--- config.mk ---
export PLATFORM = sky130hd
export DESIGN_NAME = ctrl_rx_logic
export DESIGN_NICKNAME = d
export VERILOG_FILES = /design/src/rtl/ctrl_pkg.sv /design/src/rtl/ctrl_rx_logic.sv /design/src/rtl/ctrl_stretch.sv
export SDC_FILE = /design/constraint.sdc
export NUM_CORES = 1
export LEC_CHECK = 0
export ABC_CLOCK_PERIOD_IN_PS = 3000
export BUFFER_PORTS_ARGS = -buffer_cell sky130_fd_sc_hd__buf_2
export CAP_MARGIN = 20
export CORE_MARGIN = 4
export CORE_UTILIZATION = 40
export DETAILED_ROUTE_END_ITERATION = 7
export PLACE_DENSITY_LB_ADDON = 0.15
export SYNTH_ARGS = -nofsm -noshare
export SYNTH_HDL_FRONTEND = slang
export SYNTH_SLANG_ARGS = --single-unit
--- constraint.sdc ---
create_clock -name clk -period 3 [get_ports clk]
set_input_delay 0.3 -clock clk [delete_from_list [all_inputs] [get_ports clk]]
set_output_delay 0.3 -clock clk [all_outputs]
set_load 0.05 [all_outputs]
--- src/rtl/ctrl_pkg.sv ---
// ctrl_pkg: constants, modes and carriers for the carrier trip receiver logic
// assumes a 200 MHz system clock; all timers count a 1 ms tick
package ctrl_pkg;
  localparam int unsigned CLK_HZ        = 200_000_000;
  localparam int unsigned TICK_MS       = 1;
  localparam int unsigned TICK_CYC      = CLK_HZ / 1000 * TICK_MS;
  localparam int          MS_W          = 10;
  localparam logic [9:0]  PRETRIP_STEP_MS = 10'h002;
  localparam logic [9:0]  HOLD_10_MS    = 10'h00a;
  localparam logic [9:0]  HOLD_50_MS    = 10'h032;
  localparam logic [9:0]  HOLD_100_MS   = 10'h064;
  localparam logic [9:0]  UNBLK_150_MS  = 10'h096;
  localparam logic [9:0]  UNBLK_300_MS  = 10'h12c;
  localparam logic [9:0]  UNBLK_500_MS  = 10'h1f4;
  localparam logic [9:0]  LOWLVL_50_MS  = 10'h032;
  localparam logic [9:0]  LOWLVL_75_MS  = 10'h04b;
  localparam logic [9:0]  LOWLVL_100_MS = 10'h064;
  localparam logic [9:0]  GBT_GUARD_MS  = 10'h078;
  localparam logic [9:0]  GBT_OVRD_MS   = 10'h3e8;
  localparam int          SEL_HOLD_LSB  = 0;
  localparam int          SEL_HOLD_MSB  = 1;

  typedef enum logic [1:0] {CTRL_GBT_OFF, CTRL_GBT_NO_OVRD, CTRL_GBT_OVRD} ctrl_gbt_e;

  // discriminator indications
  typedef struct packed {
    logic trip;
    logic guard;
    logic low_level;
    logic noise;
  } ctrl_ind_s;

  // switch image; a bit is 1 when the switch is closed
  typedef struct packed {
    logic       dtt_scheme;          // direct_transfer_trip_scheme program
    logic [3:0] pretrip;             // permissive_overreach_scheme / unblock_scheme pretrip
    logic [1:0] trip_hold_sel;       // {b,a}
    logic [1:0] guard_hold_sel;
    logic [1:0] unblock_time_sel;
    logic       noise_block_sel;
    logic [1:0] guard_before_trip_sel;
    logic [3:0] dtt_pretrip;         // bit3..bit0
    logic [1:0] dtt_trip_hold_sel;
    logic [1:0] dtt_guard_hold_sel;
    logic       reserved_closed_switch;
    logic [1:0] low_level_delay_sel;
  } ctrl_sw_s;

  typedef struct packed {
    logic trip;
    logic guard;
    logic low_level;
  } ctrl_out_s;
endpackage

--- src/rtl/ctrl_rx_logic.sv ---
// ctrl_rx_logic: receiver trip/guard/low-level qualification for 3-frequency programs
// assumes indications and switches are synchronous to clk; switches static in service
// Overview of operation
// - trip only after continuous pretrip delay
// - transfer trip pretrip 2 to 30 ms
// - binary weights 2/4/8/16, zero gives 2
// - trip hold stretches trip output
// - permissive trip hold field decode
// - transfer trip hold separate field
// - guard hold stretches guard output
// - permissive guard hold field decode
// - transfer trip guard hold own field
// - loss of channel opens unblock window
// - unblock window 150/300/500 ms decode
// - noise block suppresses unblock window
// - guard-before-trip needs 120 ms guard
// - override after 1000 ms trip or channel loss
// - guard-before-trip mode field decode
// - low-level delay postpones window and output
// - low-level delay 50/75/100 ms decode
// - permissive pretrip 0 to 30 ms
`timescale 1ns/1ps
`default_nettype none
module ctrl_rx_logic
  import ctrl_pkg::*;
#(
  parameter int unsigned TICK_CYCLES = TICK_CYC
)(
  input  wire logic      clk,
  input  wire logic      rst_b,
  input  wire logic      ce,
  input  wire ctrl_ind_s ind,
  input  wire ctrl_sw_s  sw,
  output ctrl_out_s      out
);
  logic [17:0]  tick_cnt_r;
  logic         tick_r;
  ctrl_sw_s     sw_r;
  logic [9:0]   pre_cnt_r;
  logic [9:0]   guard_cnt_r;
  logic [9:0]   tlong_cnt_r;
  logic [9:0]   ll_cnt_r;
  logic [9:0]   win_cnt_r;
  logic         loc_d_r;
  logic         trip_q_r;
  logic         ll_q_r;
  ctrl_out_s    out_r;
  logic         trip_st;
  logic         guard_st;

  // ms timebase
  always_ff @(posedge clk)
  begin
    if (!rst_b)
    begin
      tick_cnt_r <= '0;
      tick_r     <= 1'b0;
    end
    else if (ce)
    begin
      tick_r     <= (tick_cnt_r == 18'(TICK_CYCLES - 1));
      tick_cnt_r <= (tick_cnt_r == 18'(TICK_CYCLES - 1)) ? '0 : tick_cnt_r + 1'b1;
    end
  end

  // switches registered; also loaded in reset so the first cycle after release
  // never decodes an all-open image (zero pretrip would let a held trip through)
  always_ff @(posedge clk)
  begin
    if (!rst_b || ce)
      sw_r <= sw;
  end

  function automatic logic [9:0] hold_ms(input logic [1:0] s);
    unique case (s)
      2'h0: hold_ms = 10'h000;
      2'h1: hold_ms = HOLD_10_MS;
      2'h2: hold_ms = HOLD_50_MS;
      2'h3: hold_ms = HOLD_100_MS;
    endcase
  endfunction

  wire       direct_transfer_trip_scheme         = sw_r.dtt_scheme;
  wire [3:0] pre_code    = direct_transfer_trip_scheme ? sw_r.dtt_pretrip : sw_r.pretrip;
  // zero code in transfer trip still means one 2 ms step
  wire [9:0] pre_ms      = (direct_transfer_trip_scheme && pre_code == 4'h0) ? PRETRIP_STEP_MS
                         : 10'(pre_code) * PRETRIP_STEP_MS;
  wire [1:0] th_sel      = direct_transfer_trip_scheme ? sw_r.dtt_trip_hold_sel : sw_r.trip_hold_sel;
  wire [1:0] gh_sel      = direct_transfer_trip_scheme ? sw_r.dtt_guard_hold_sel : sw_r.guard_hold_sel;
  wire [9:0] th_ms       = hold_ms(th_sel);
  wire [9:0] gh_ms       = hold_ms(gh_sel);
  wire [9:0] unblk_ms    = (sw_r.unblock_time_sel == 2'h1) ? UNBLK_150_MS
                         : (sw_r.unblock_time_sel == 2'h2) ? UNBLK_300_MS
                         : (sw_r.unblock_time_sel == 2'h3) ? UNBLK_500_MS : 10'h000;
  wire [9:0] ll_ms       = (sw_r.low_level_delay_sel == 2'h1) ? LOWLVL_50_MS
                         : (sw_r.low_level_delay_sel == 2'h2) ? LOWLVL_75_MS
                         : (sw_r.low_level_delay_sel == 2'h3) ? LOWLVL_100_MS : 10'h000;
  wire ctrl_gbt_e gbt    = (sw_r.guard_before_trip_sel == 2'h1) ? CTRL_GBT_NO_OVRD
                         : (sw_r.guard_before_trip_sel == 2'h2) ? CTRL_GBT_OVRD : CTRL_GBT_OFF;

  wire loc_raw   = ind.low_level && !ind.guard;
  wire ll_done   = (ll_ms == 10'h000) || (ll_cnt_r >= ll_ms);
  wire loc_dly   = loc_raw && ll_done;
  wire ll_dly    = ind.low_level && ll_done;
  wire win_open  = (win_cnt_r != 10'h000) && !(sw_r.noise_block_sel && ind.noise);
  wire pre_done  = (pre_ms == 10'h000) || (pre_cnt_r >= pre_ms);
  wire guard_ok  = guard_cnt_r >= GBT_GUARD_MS;
  wire tlong     = tlong_cnt_r > GBT_OVRD_MS;
  wire gbt_pass  = (gbt == CTRL_GBT_OFF)
                || guard_ok
                || (gbt == CTRL_GBT_OVRD && (tlong || loc_dly));
  // permissive trip needs the window when channel is lost
  wire trip_q    = ind.trip && pre_done && gbt_pass
                && (!loc_raw || unblk_ms == 10'h000 || win_open || !ll_done);

  function automatic logic [9:0] run(input logic c, input logic [9:0] v, input logic t);
    run = !c ? 10'h000 : ((t && v != 10'h3ff) ? v + 1'b1 : v);
  endfunction

  always_ff @(posedge clk)
  begin
    if (!rst_b)
    begin
      pre_cnt_r   <= '0;
      guard_cnt_r <= '0;
      tlong_cnt_r <= '0;
      ll_cnt_r    <= '0;
      win_cnt_r   <= '0;
      loc_d_r     <= 1'b0;
      trip_q_r    <= 1'b0;
      ll_q_r      <= 1'b0;
    end
    else if (ce)
    begin
      pre_cnt_r   <= run(ind.trip, pre_cnt_r, tick_r);
      // guard memory is kept while trip follows, so it counts guard before trip
      guard_cnt_r <= ind.guard ? run(1'b1, guard_cnt_r, tick_r)
                   : (ind.trip ? guard_cnt_r : 10'h000);
      tlong_cnt_r <= run(ind.trip, tlong_cnt_r, tick_r);
      ll_cnt_r    <= run(ind.low_level, ll_cnt_r, tick_r);
      loc_d_r     <= loc_dly;
      if (loc_dly && !loc_d_r && unblk_ms != 10'h000)
        win_cnt_r <= unblk_ms;
      else if (tick_r && win_cnt_r != 10'h000)
        win_cnt_r <= win_cnt_r - 1'b1;
      trip_q_r    <= trip_q;
      ll_q_r      <= ll_dly;
    end
  end

  ctrl_stretch #(.W(MS_W)) u_trip_hold (
    .clk   (clk),
    .rst_b (rst_b),
    .ce    (ce),
    .tick  (tick_r),
    .in    (trip_q_r),
    .len   (th_ms),
    .out   (trip_st)
  );

  ctrl_stretch #(.W(MS_W)) u_guard_hold (
    .clk   (clk),
    .rst_b (rst_b),
    .ce    (ce),
    .tick  (tick_r),
    .in    (ind.guard),
    .len   (gh_ms),
    .out   (guard_st)
  );

  always_ff @(posedge clk)
  begin
    if (!rst_b)
      out_r <= '0;
    else if (ce)
    begin
      out_r.trip      <= trip_st;
      out_r.guard     <= guard_st;
      out_r.low_level <= ll_q_r;
    end
  end
  assign out = out_r;
endmodule
`default_nettype wire

--- src/rtl/ctrl_stretch.sv ---
// ctrl_stretch: holds an output high for a set number of ms after its input drops
// assumes tick is a one-cycle pulse every ms and len is static
`timescale 1ns/1ps
`default_nettype none
module ctrl_stretch
  import ctrl_pkg::*;
#(
  parameter int W = MS_W
)(
  input  wire logic         clk,
  input  wire logic         rst_b,
  input  wire logic         ce,
  input  wire logic         tick,
  input  wire logic         in,
  input  wire logic [W-1:0] len,
  output logic              out
);
  logic [W-1:0] cnt_r;
  logic [W-1:0] cnt_nxt;
  logic         out_nxt;

  // zero length passes the input straight through one flop
  assign cnt_nxt = in ? len : ((tick && cnt_r != '0) ? cnt_r - 1'b1 : cnt_r);
  assign out_nxt = in || (cnt_nxt != '0 && len != '0);

  always_ff @(posedge clk)
  begin
    if (!rst_b)
    begin
      cnt_r <= '0;
      out   <= 1'b0;
    end
    else if (ce)
    begin
      cnt_r <= cnt_nxt;
      out   <= out_nxt;
    end
  end
endmodule
`default_nettype wire

# Yosys cells after proc, flatten, opt, wreduce, memory -nomap -nowiden
# Index checks and enable logic that the tools add are counted.
dict set report word_totals {
  ff_bits 121
  out_inout_bits 3
  elab_cells 154
}
dict set report classes {
  add_sub_neg 8
  order_cmp 4
  n_eq_ne 25
  n_mux 30
  n_reduce_logical 59
}
# operator n
set ops {}
lappend ops {{10-bit 2-to-1 mux} 15}
lappend ops {{10-bit case mux with 4 select lines} 2}
lappend ops {{10-bit nonzero test} 8}
lappend ops {{10-bit by 1-bit adder with 10-bit output (second input constant)} 4}
lappend ops {{10-bit inequality test (second input constant)} 4}
lappend ops {{10-bit zero test} 3}
lappend ops {{10-bit by 1-bit subtractor with 10-bit output (second input constant)} 3}
lappend ops {{9-bit 2-to-1 mux} 3}
lappend ops {{1-bit logical AND} 21}
lappend ops {{7-bit 2-to-1 mux} 3}
lappend ops {{2-bit equality test (second input constant)} 10}
lappend ops {{18-bit by 1-bit adder with 18-bit output (second input constant)} 1}
lappend ops {{18-bit equality test (second input constant)} 1}
lappend ops {{18-bit 2-to-1 mux} 1}
lappend ops {{1-bit logical OR} 11}
lappend ops {{2-bit by 1-bit equality test with 1-bit output (second input constant)} 5}
lappend ops {{10-bit by 5-bit >= comparator with 1-bit output} 1}
lappend ops {{10-bit by 7-bit >= comparator with 1-bit output} 1}
lappend ops {{10-bit by 7-bit >= comparator with 1-bit output (second input constant)} 1}
lappend ops {{10-bit > comparator (second input constant)} 1}
lappend ops {{2-bit 2-to-1 mux} 4}
lappend ops {{2-bit by 1-bit inequality test with 1-bit output (second input constant)} 4}
lappend ops {{2-bit AND reduction} 4}
lappend ops {{1-bit zero test} 6}
lappend ops {{other kinds (7)} 9}

# Longest topological paths before layout
dict set report logic_depth {
  depth_word 12
  mapped_depth 12
  depth_no_buf 11
}

# Modules after synthesis
# A second synthesis with hierarchy kept.
dict set report hier_totals {
  hier_cells 773
  hier_area_um2 6949.2
}
# module n_inst cells_each area_per_inst_um2 seq_area_each_um2
set by_module_without_submodules {}
lappend by_module_without_submodules {ctrl_rx_logic 1 539 5067.4 2222.1}
lappend by_module_without_submodules {ctrl_stretch 2 117 940.9 220.2}

# Least setup slack after synthesis
# Ideal clock, no wire load.
dict set report synth_path {
  path_kind {reg-to-reg}
  startpoint {register sw_r[0] (netlist name)}
  endpoint {register win_cnt_r[1]}
  setup_time_ps 76
  arrival_time_ps 2468
  slack_ps 456
  path_stages_with_launch 11
  n_path_buf 0
  synth_period_minus_slack_ps 2544
  cell_sequence {edfxtp_1 inv_1 ha_1 inv_1 ha_1 a21o_1 a31oi_1 o41a_1 nor3_1 mux2_2 o22ai_1}
}
dict set report synth_between {
  elab_chain_len 11
  elab_cells_between_ends 15
  cone_classes {order compare (1); eq/ne (3); mux (4); reduce/logical (7)}
}
# item line
set synth_lines {}
lappend synth_lines {{start: declaration} ctrl_rx_logic.sv:38} ;# ctrl_sw_s sw_r;
lappend synth_lines {{start signal: assignment} ctrl_rx_logic.sv:71} ;# sw_r <= sw;
lappend synth_lines {{2-bit equality test} ctrl_rx_logic.sv:97} ;# : (sw_r.low_level_delay_sel == 2'h3) ? LOWLVL_100_MS : 10'h000;
lappend synth_lines {{7-bit 2-to-1 mux} ctrl_rx_logic.sv:97}
lappend synth_lines {{7-bit 2-to-1 mux} ctrl_rx_logic.sv:96} ;# : (sw_r.low_level_delay_sel == 2'h2) ? LOWLVL_75_MS
lappend synth_lines {{7-bit 2-to-1 mux *} ctrl_rx_logic.sv:95} ;# wire [9:0] ll_ms = (sw_r.low_level_delay_sel == 2'h1) ? LOWLVL_50_MS
lappend synth_lines {{10-bit by 7-bit >= comparator with 1-bit output / 10-bit zero test (equally long branches)} ctrl_rx_logic.sv:102} ;# wire ll_done = (ll_ms == 10'h000) || (ll_cnt_r >= ll_ms);
lappend synth_lines {{1-bit logical OR *} ctrl_rx_logic.sv:102}
lappend synth_lines {{1-bit logical AND *} ctrl_rx_logic.sv:103} ;# wire loc_dly = loc_raw && ll_done;
lappend synth_lines {{1-bit logical AND * (2 in a row)} ctrl_rx_logic.sv:142} ;# if (loc_dly && !loc_d_r && unblk_ms != 10'h000)
lappend synth_lines {{2-bit nonzero test (no source line)} -}
lappend synth_lines {{2-bit AND reduction (no source line)} -}
lappend synth_lines {{end signal: assignment} ctrl_rx_logic.sv:143} ;# win_cnt_r <= unblk_ms;
lappend synth_lines {{end signal: assignment} ctrl_rx_logic.sv:145} ;# win_cnt_r <= win_cnt_r - 1'b1;
lappend synth_lines {{end: declaration} ctrl_rx_logic.sv:43} ;# logic [9:0] win_cnt_r;
# Every way passes the cells marked *; elsewhere a longest branch is shown, timed or not.
# A chain may end at the register's enable or synchronous reset.

# Final worst setup path
dict set report layout_path {
  startpoint {register sw_r[0] (netlist name)}
  endpoint {register win_cnt_r[3]}
}
# The elaborated chain is that of the path after synthesis.

==> flow_summary_export.csv <==
group,metric,value,unit
outcome,status,"complete, no violations",
detailed_routing,vias_per_cell,5.429,
critical_path,critPathKind,"reg2reg",
logic_synthesis,postSynthNetCount,814,
final_layout,layout-drive-gt1-share,0.1049,
global_route,grt_usage,0.1696,
place,dp_cells,975,
place,pre_cts_slack,0.1565,ns
place,gp_routability_congestion,0.8274,
final_layout,nets,847,
global_route,grt_pass1_vias,5268,
logic_synthesis,yosysUniqueCellTypes,68,
clock_tree,cts_buffer_depth,2,
die,num_rows,46,
pwr,vdd_drop_max,399.5,uV
place,place.port_buffers,33,
sta,period_needed,2.862,ns
global_route,grt_pass1_wl,24990,um
critical_path,cpMostUsedCell,"ha_1",
clock_tree,post_cts_resize_count,0,
hold_path,min_delay_path_depth,1,
clock_tree,cts-htree-levels,4,
logic_synthesis,yosys_most_used_dff,"dfxtp_1",
sta,fmax,349.4,MHz
critical_path,cpPeakStageDelay,0.52,ns
global_route,grt-ovfl-total,0,
die,die_w,135.2,um
logic_synthesis,synth_seq_area_share,0.4113,
clock_tree,cts_setup_buffers,0,
die,core_region_area,15890,um2
detailed_routing,route.met3.wl,641,um
flow_run,drv_cap,0,
logic_synthesis,syn_inst,745,
logic_synthesis,synth_edf_count,24,
detailed_routing,top_layer_used,"met5",
pwr,power_density,557.7,nW/um2
clock_tree,root_buffer,"clkbuf_16",
final_layout,antennaDiodeCount,0,
die,dieArea,18280,um2
logic_synthesis,netlist_area,6474,um2
detailed_routing,wl_per_cell,14.87,um
critical_path,critical-path-top-delay-family,"compound AO/OA/AOI/OAI gates",
hold_path,min_path_type,"in2reg",
detailed_routing,wl_met2,7024,um
die,start_util,0.4075,
critical_path,reg2reg_depth,10,
clock_tree,cts_buffers,17,
die,ios,35,
detailed_routing,initialDrtViolationCount,361,
critical_path,crit_path_cell_trace,"inv_1 -> ha_1 -> ha_1 -> nand2b_1 -> a21o_1 -> a31oi_1 -> o41a_1 -> nor3_1 -> nand2_1 -> a221o_1",
critical_path,slowest_stage,"o41a_1",
die,chipHeight,135.2,um
critical_path,critical_path_arrival,3.17,ns
global_route,grt_max_degree,39,
clock_tree,holdBufCountCts,0,
clock_tree,worstSkewPairLatency,0.42,ns
clock_tree,clkSinkCount,121,
critical_path,worst-path-stages,10,
critical_path,end_kind,"flip-flop",
sta,drv_slew,0,
clock_tree,clkTransAtPathRegs,0.06,ns
final_layout,final_common_cell,"nor2_1",
logic_synthesis,avgSynthCellArea,8.690,um2
global_route,antenna_found_initial,1,
logic_synthesis,yosys_warnings,0,
detailed_routing,drcViolationCount,0,
final_layout,area_growth,15.27,%
pwr,leakagePower,2.912,nW
sta,final.setup.worst_slack,0.1382,ns
logic_synthesis,synth.ff_latch_count,121,
sta,fin_crit_sh,0.9539,
detailed_routing,vias,5467,
place,hpwl,10510,um
sta,slew_headroom,0.3077,
sta,tightest_slew,1.037,ns
sta,finClkSkew,0.007431,ns
sta,hold_violations,0,
critical_path,critPathMaxFanout,6,
clock_tree,cts_tree,"done",
critical_path,crit_required,3.31,ns
detailed_routing,wl_met1,7106,um
detailed_routing,wl,14980,um
critical_path,crit_buf_inv,1,
detailed_routing,dr.pass1.iters,5,
final_layout,final_cell_mix,"104 x nor2_1, 97 x dfxtp_1, 66 x nand2_1",
logic_synthesis,ys_async_sr_fraction,0,
detailed_routing,detail-route-antenna-nets,0,
sta,setup-violations-final,0,
critical_path,start_kind,"flip-flop",
final_layout,stdcell_count,1007,
sta,rsz0062_at_grt,"true",
[final timing paths]
check	from	end	slack [ns]
worst max-delay path	sw_r[0]	win_cnt_r[3]	0.14
worst min-delay path	sw[24]	direct_transfer_trip_scheme	0.05
worst max register to register	sw_r[0]	win_cnt_r[3]	0.14
worst min register to register	ll_q_r	ll_q_r	0.49
[metal layers]
| layer | track usage | vias to the layer above |
|---|---|---|
| met3 | 0.05052 | 26 |
| met5 | 0 | - |
| li1 | - | 2721 |
| met2 | 0.2691 | 121 |
| met1 | 0.2224 | 2597 |
| met4 | 0.05543 | 2 |
[power breakdown]
part	total, mW	switching (mW)	leakage, nW	internal, mW
logic	0.329	0.201	1.59	0.128
clock network	2.08	0.720	0.292	1.36
registers	1.75	0.0417	1.03	1.71
[Yosys cell counts (4+ instances only)]
| library cell | count | share of area |
|---|---|---|
| a21o_1 | 4 | 0.0046 |
| a21oi_1 | 41 | 0.032 |
| or4_1 | 4 | 0.0046 |
| nand2b_1 | 6 | 0.0058 |
| nand2_1 | 66 | 0.038 |
| a211oi_1 | 8 | 0.0093 |
| and3_1 | 14 | 0.014 |
| mux2i_1 | 19 | 0.029 |
| nand4_1 | 13 | 0.013 |
| dfxtp_1 | 97 | 0.30 |
| o2111ai_1 | 4 | 0.0054 |
| o31ai_1 | 5 | 0.0058 |
| and2_1 | 4 | 0.0039 |
| ha_1 | 37 | 0.072 |
| xnor2_1 | 14 | 0.019 |
| nor4_1 | 8 | 0.0077 |
| nor3_1 | 31 | 0.024 |
| nor3b_1 | 4 | 0.0046 |
| edfxtp_1 | 24 | 0.11 |
| or3_1 | 17 | 0.016 |
| nor2b_1 | 5 | 0.0048 |
| inv_1 | 36 | 0.021 |
| nand3_1 | 21 | 0.016 |
| o21ai_0 | 33 | 0.026 |
| a31oi_1 | 7 | 0.0068 |
| o21a_1 | 6 | 0.0070 |
| clkbuf_1 | 21 | 0.012 |
| o22ai_1 | 4 | 0.0039 |
| xor2_1 | 29 | 0.039 |
| nor2_1 | 104 | 0.060 |
[layout make-up]
cell class | instances | area [um2]
repair buffers | 41 | 225.2
fillers | 1576 | 8423
clock buffers | 22 | 474.2
multi-input cells | 560 | 3567
clock inverters | 10 | 123.9
flip-flops and latches | 121 | 2663
well taps | 216 | 270.3
inverters | 37 | 138.9
[state kept, by name, indices dropped and copies added (netlist names)]
name and cells:
direct_transfer_trip_scheme 1, guard_cnt_r 10, ll_cnt_r 10, ll_q_r 1
loc_d_r 1, out 3, pre_cnt_r 10, sw_r 23
tick_cnt_r 18, tick_r 1, tlong_cnt_r 10, trip_q_r 1
u_guard_hold.cnt_r 10, u_guard_hold.out 1, u_trip_hold.cnt_r 10, u_trip_hold.out 1
win_cnt_r 10
[logic make-up (layout without fill, tap and decap cells)]
group / after synthesis / count (layout) / synth area share
compound gates: 138 / 138 / 0.1372
xor+xnor: 43 / 43 / 0.05818
fa+ha+maj: 37 / 37 / 0.07151
buf+inv: 64 / 110 / 0.03769
flops: 121 / 121 / 0.4113
mux: 22 / 22 / 0.03460
simple gates: 320 / 320 / 0.2495
[stage by stage]
| step | power [mW] | TNS, ns | area [um2] | utilization | hold WS [ns] |
|---|---|---|---|---|---|
| 2_1_floorplan | 2.007 | 0 | 6474 | - | 0.3989 |
| 3_3_place_gp | 2.108 | 0 | 6864 | 0.4321 | 0.4659 |
| 3_5_place_dp | 2.118 | 0 | 6864 | 0.4321 | 0.4781 |
| 4_1_cts | 4.212 | 0 | 7462 | 0.4698 | 0.03413 |
| 5_1_grt | 4.335 | -0.1240 | 7462 | 0.4698 | 0.02925 |
| 6_report | 4.161 | 0 | 7462 | 0.4698 | 0.05173 |
Power figures use the tool's default switching activity.
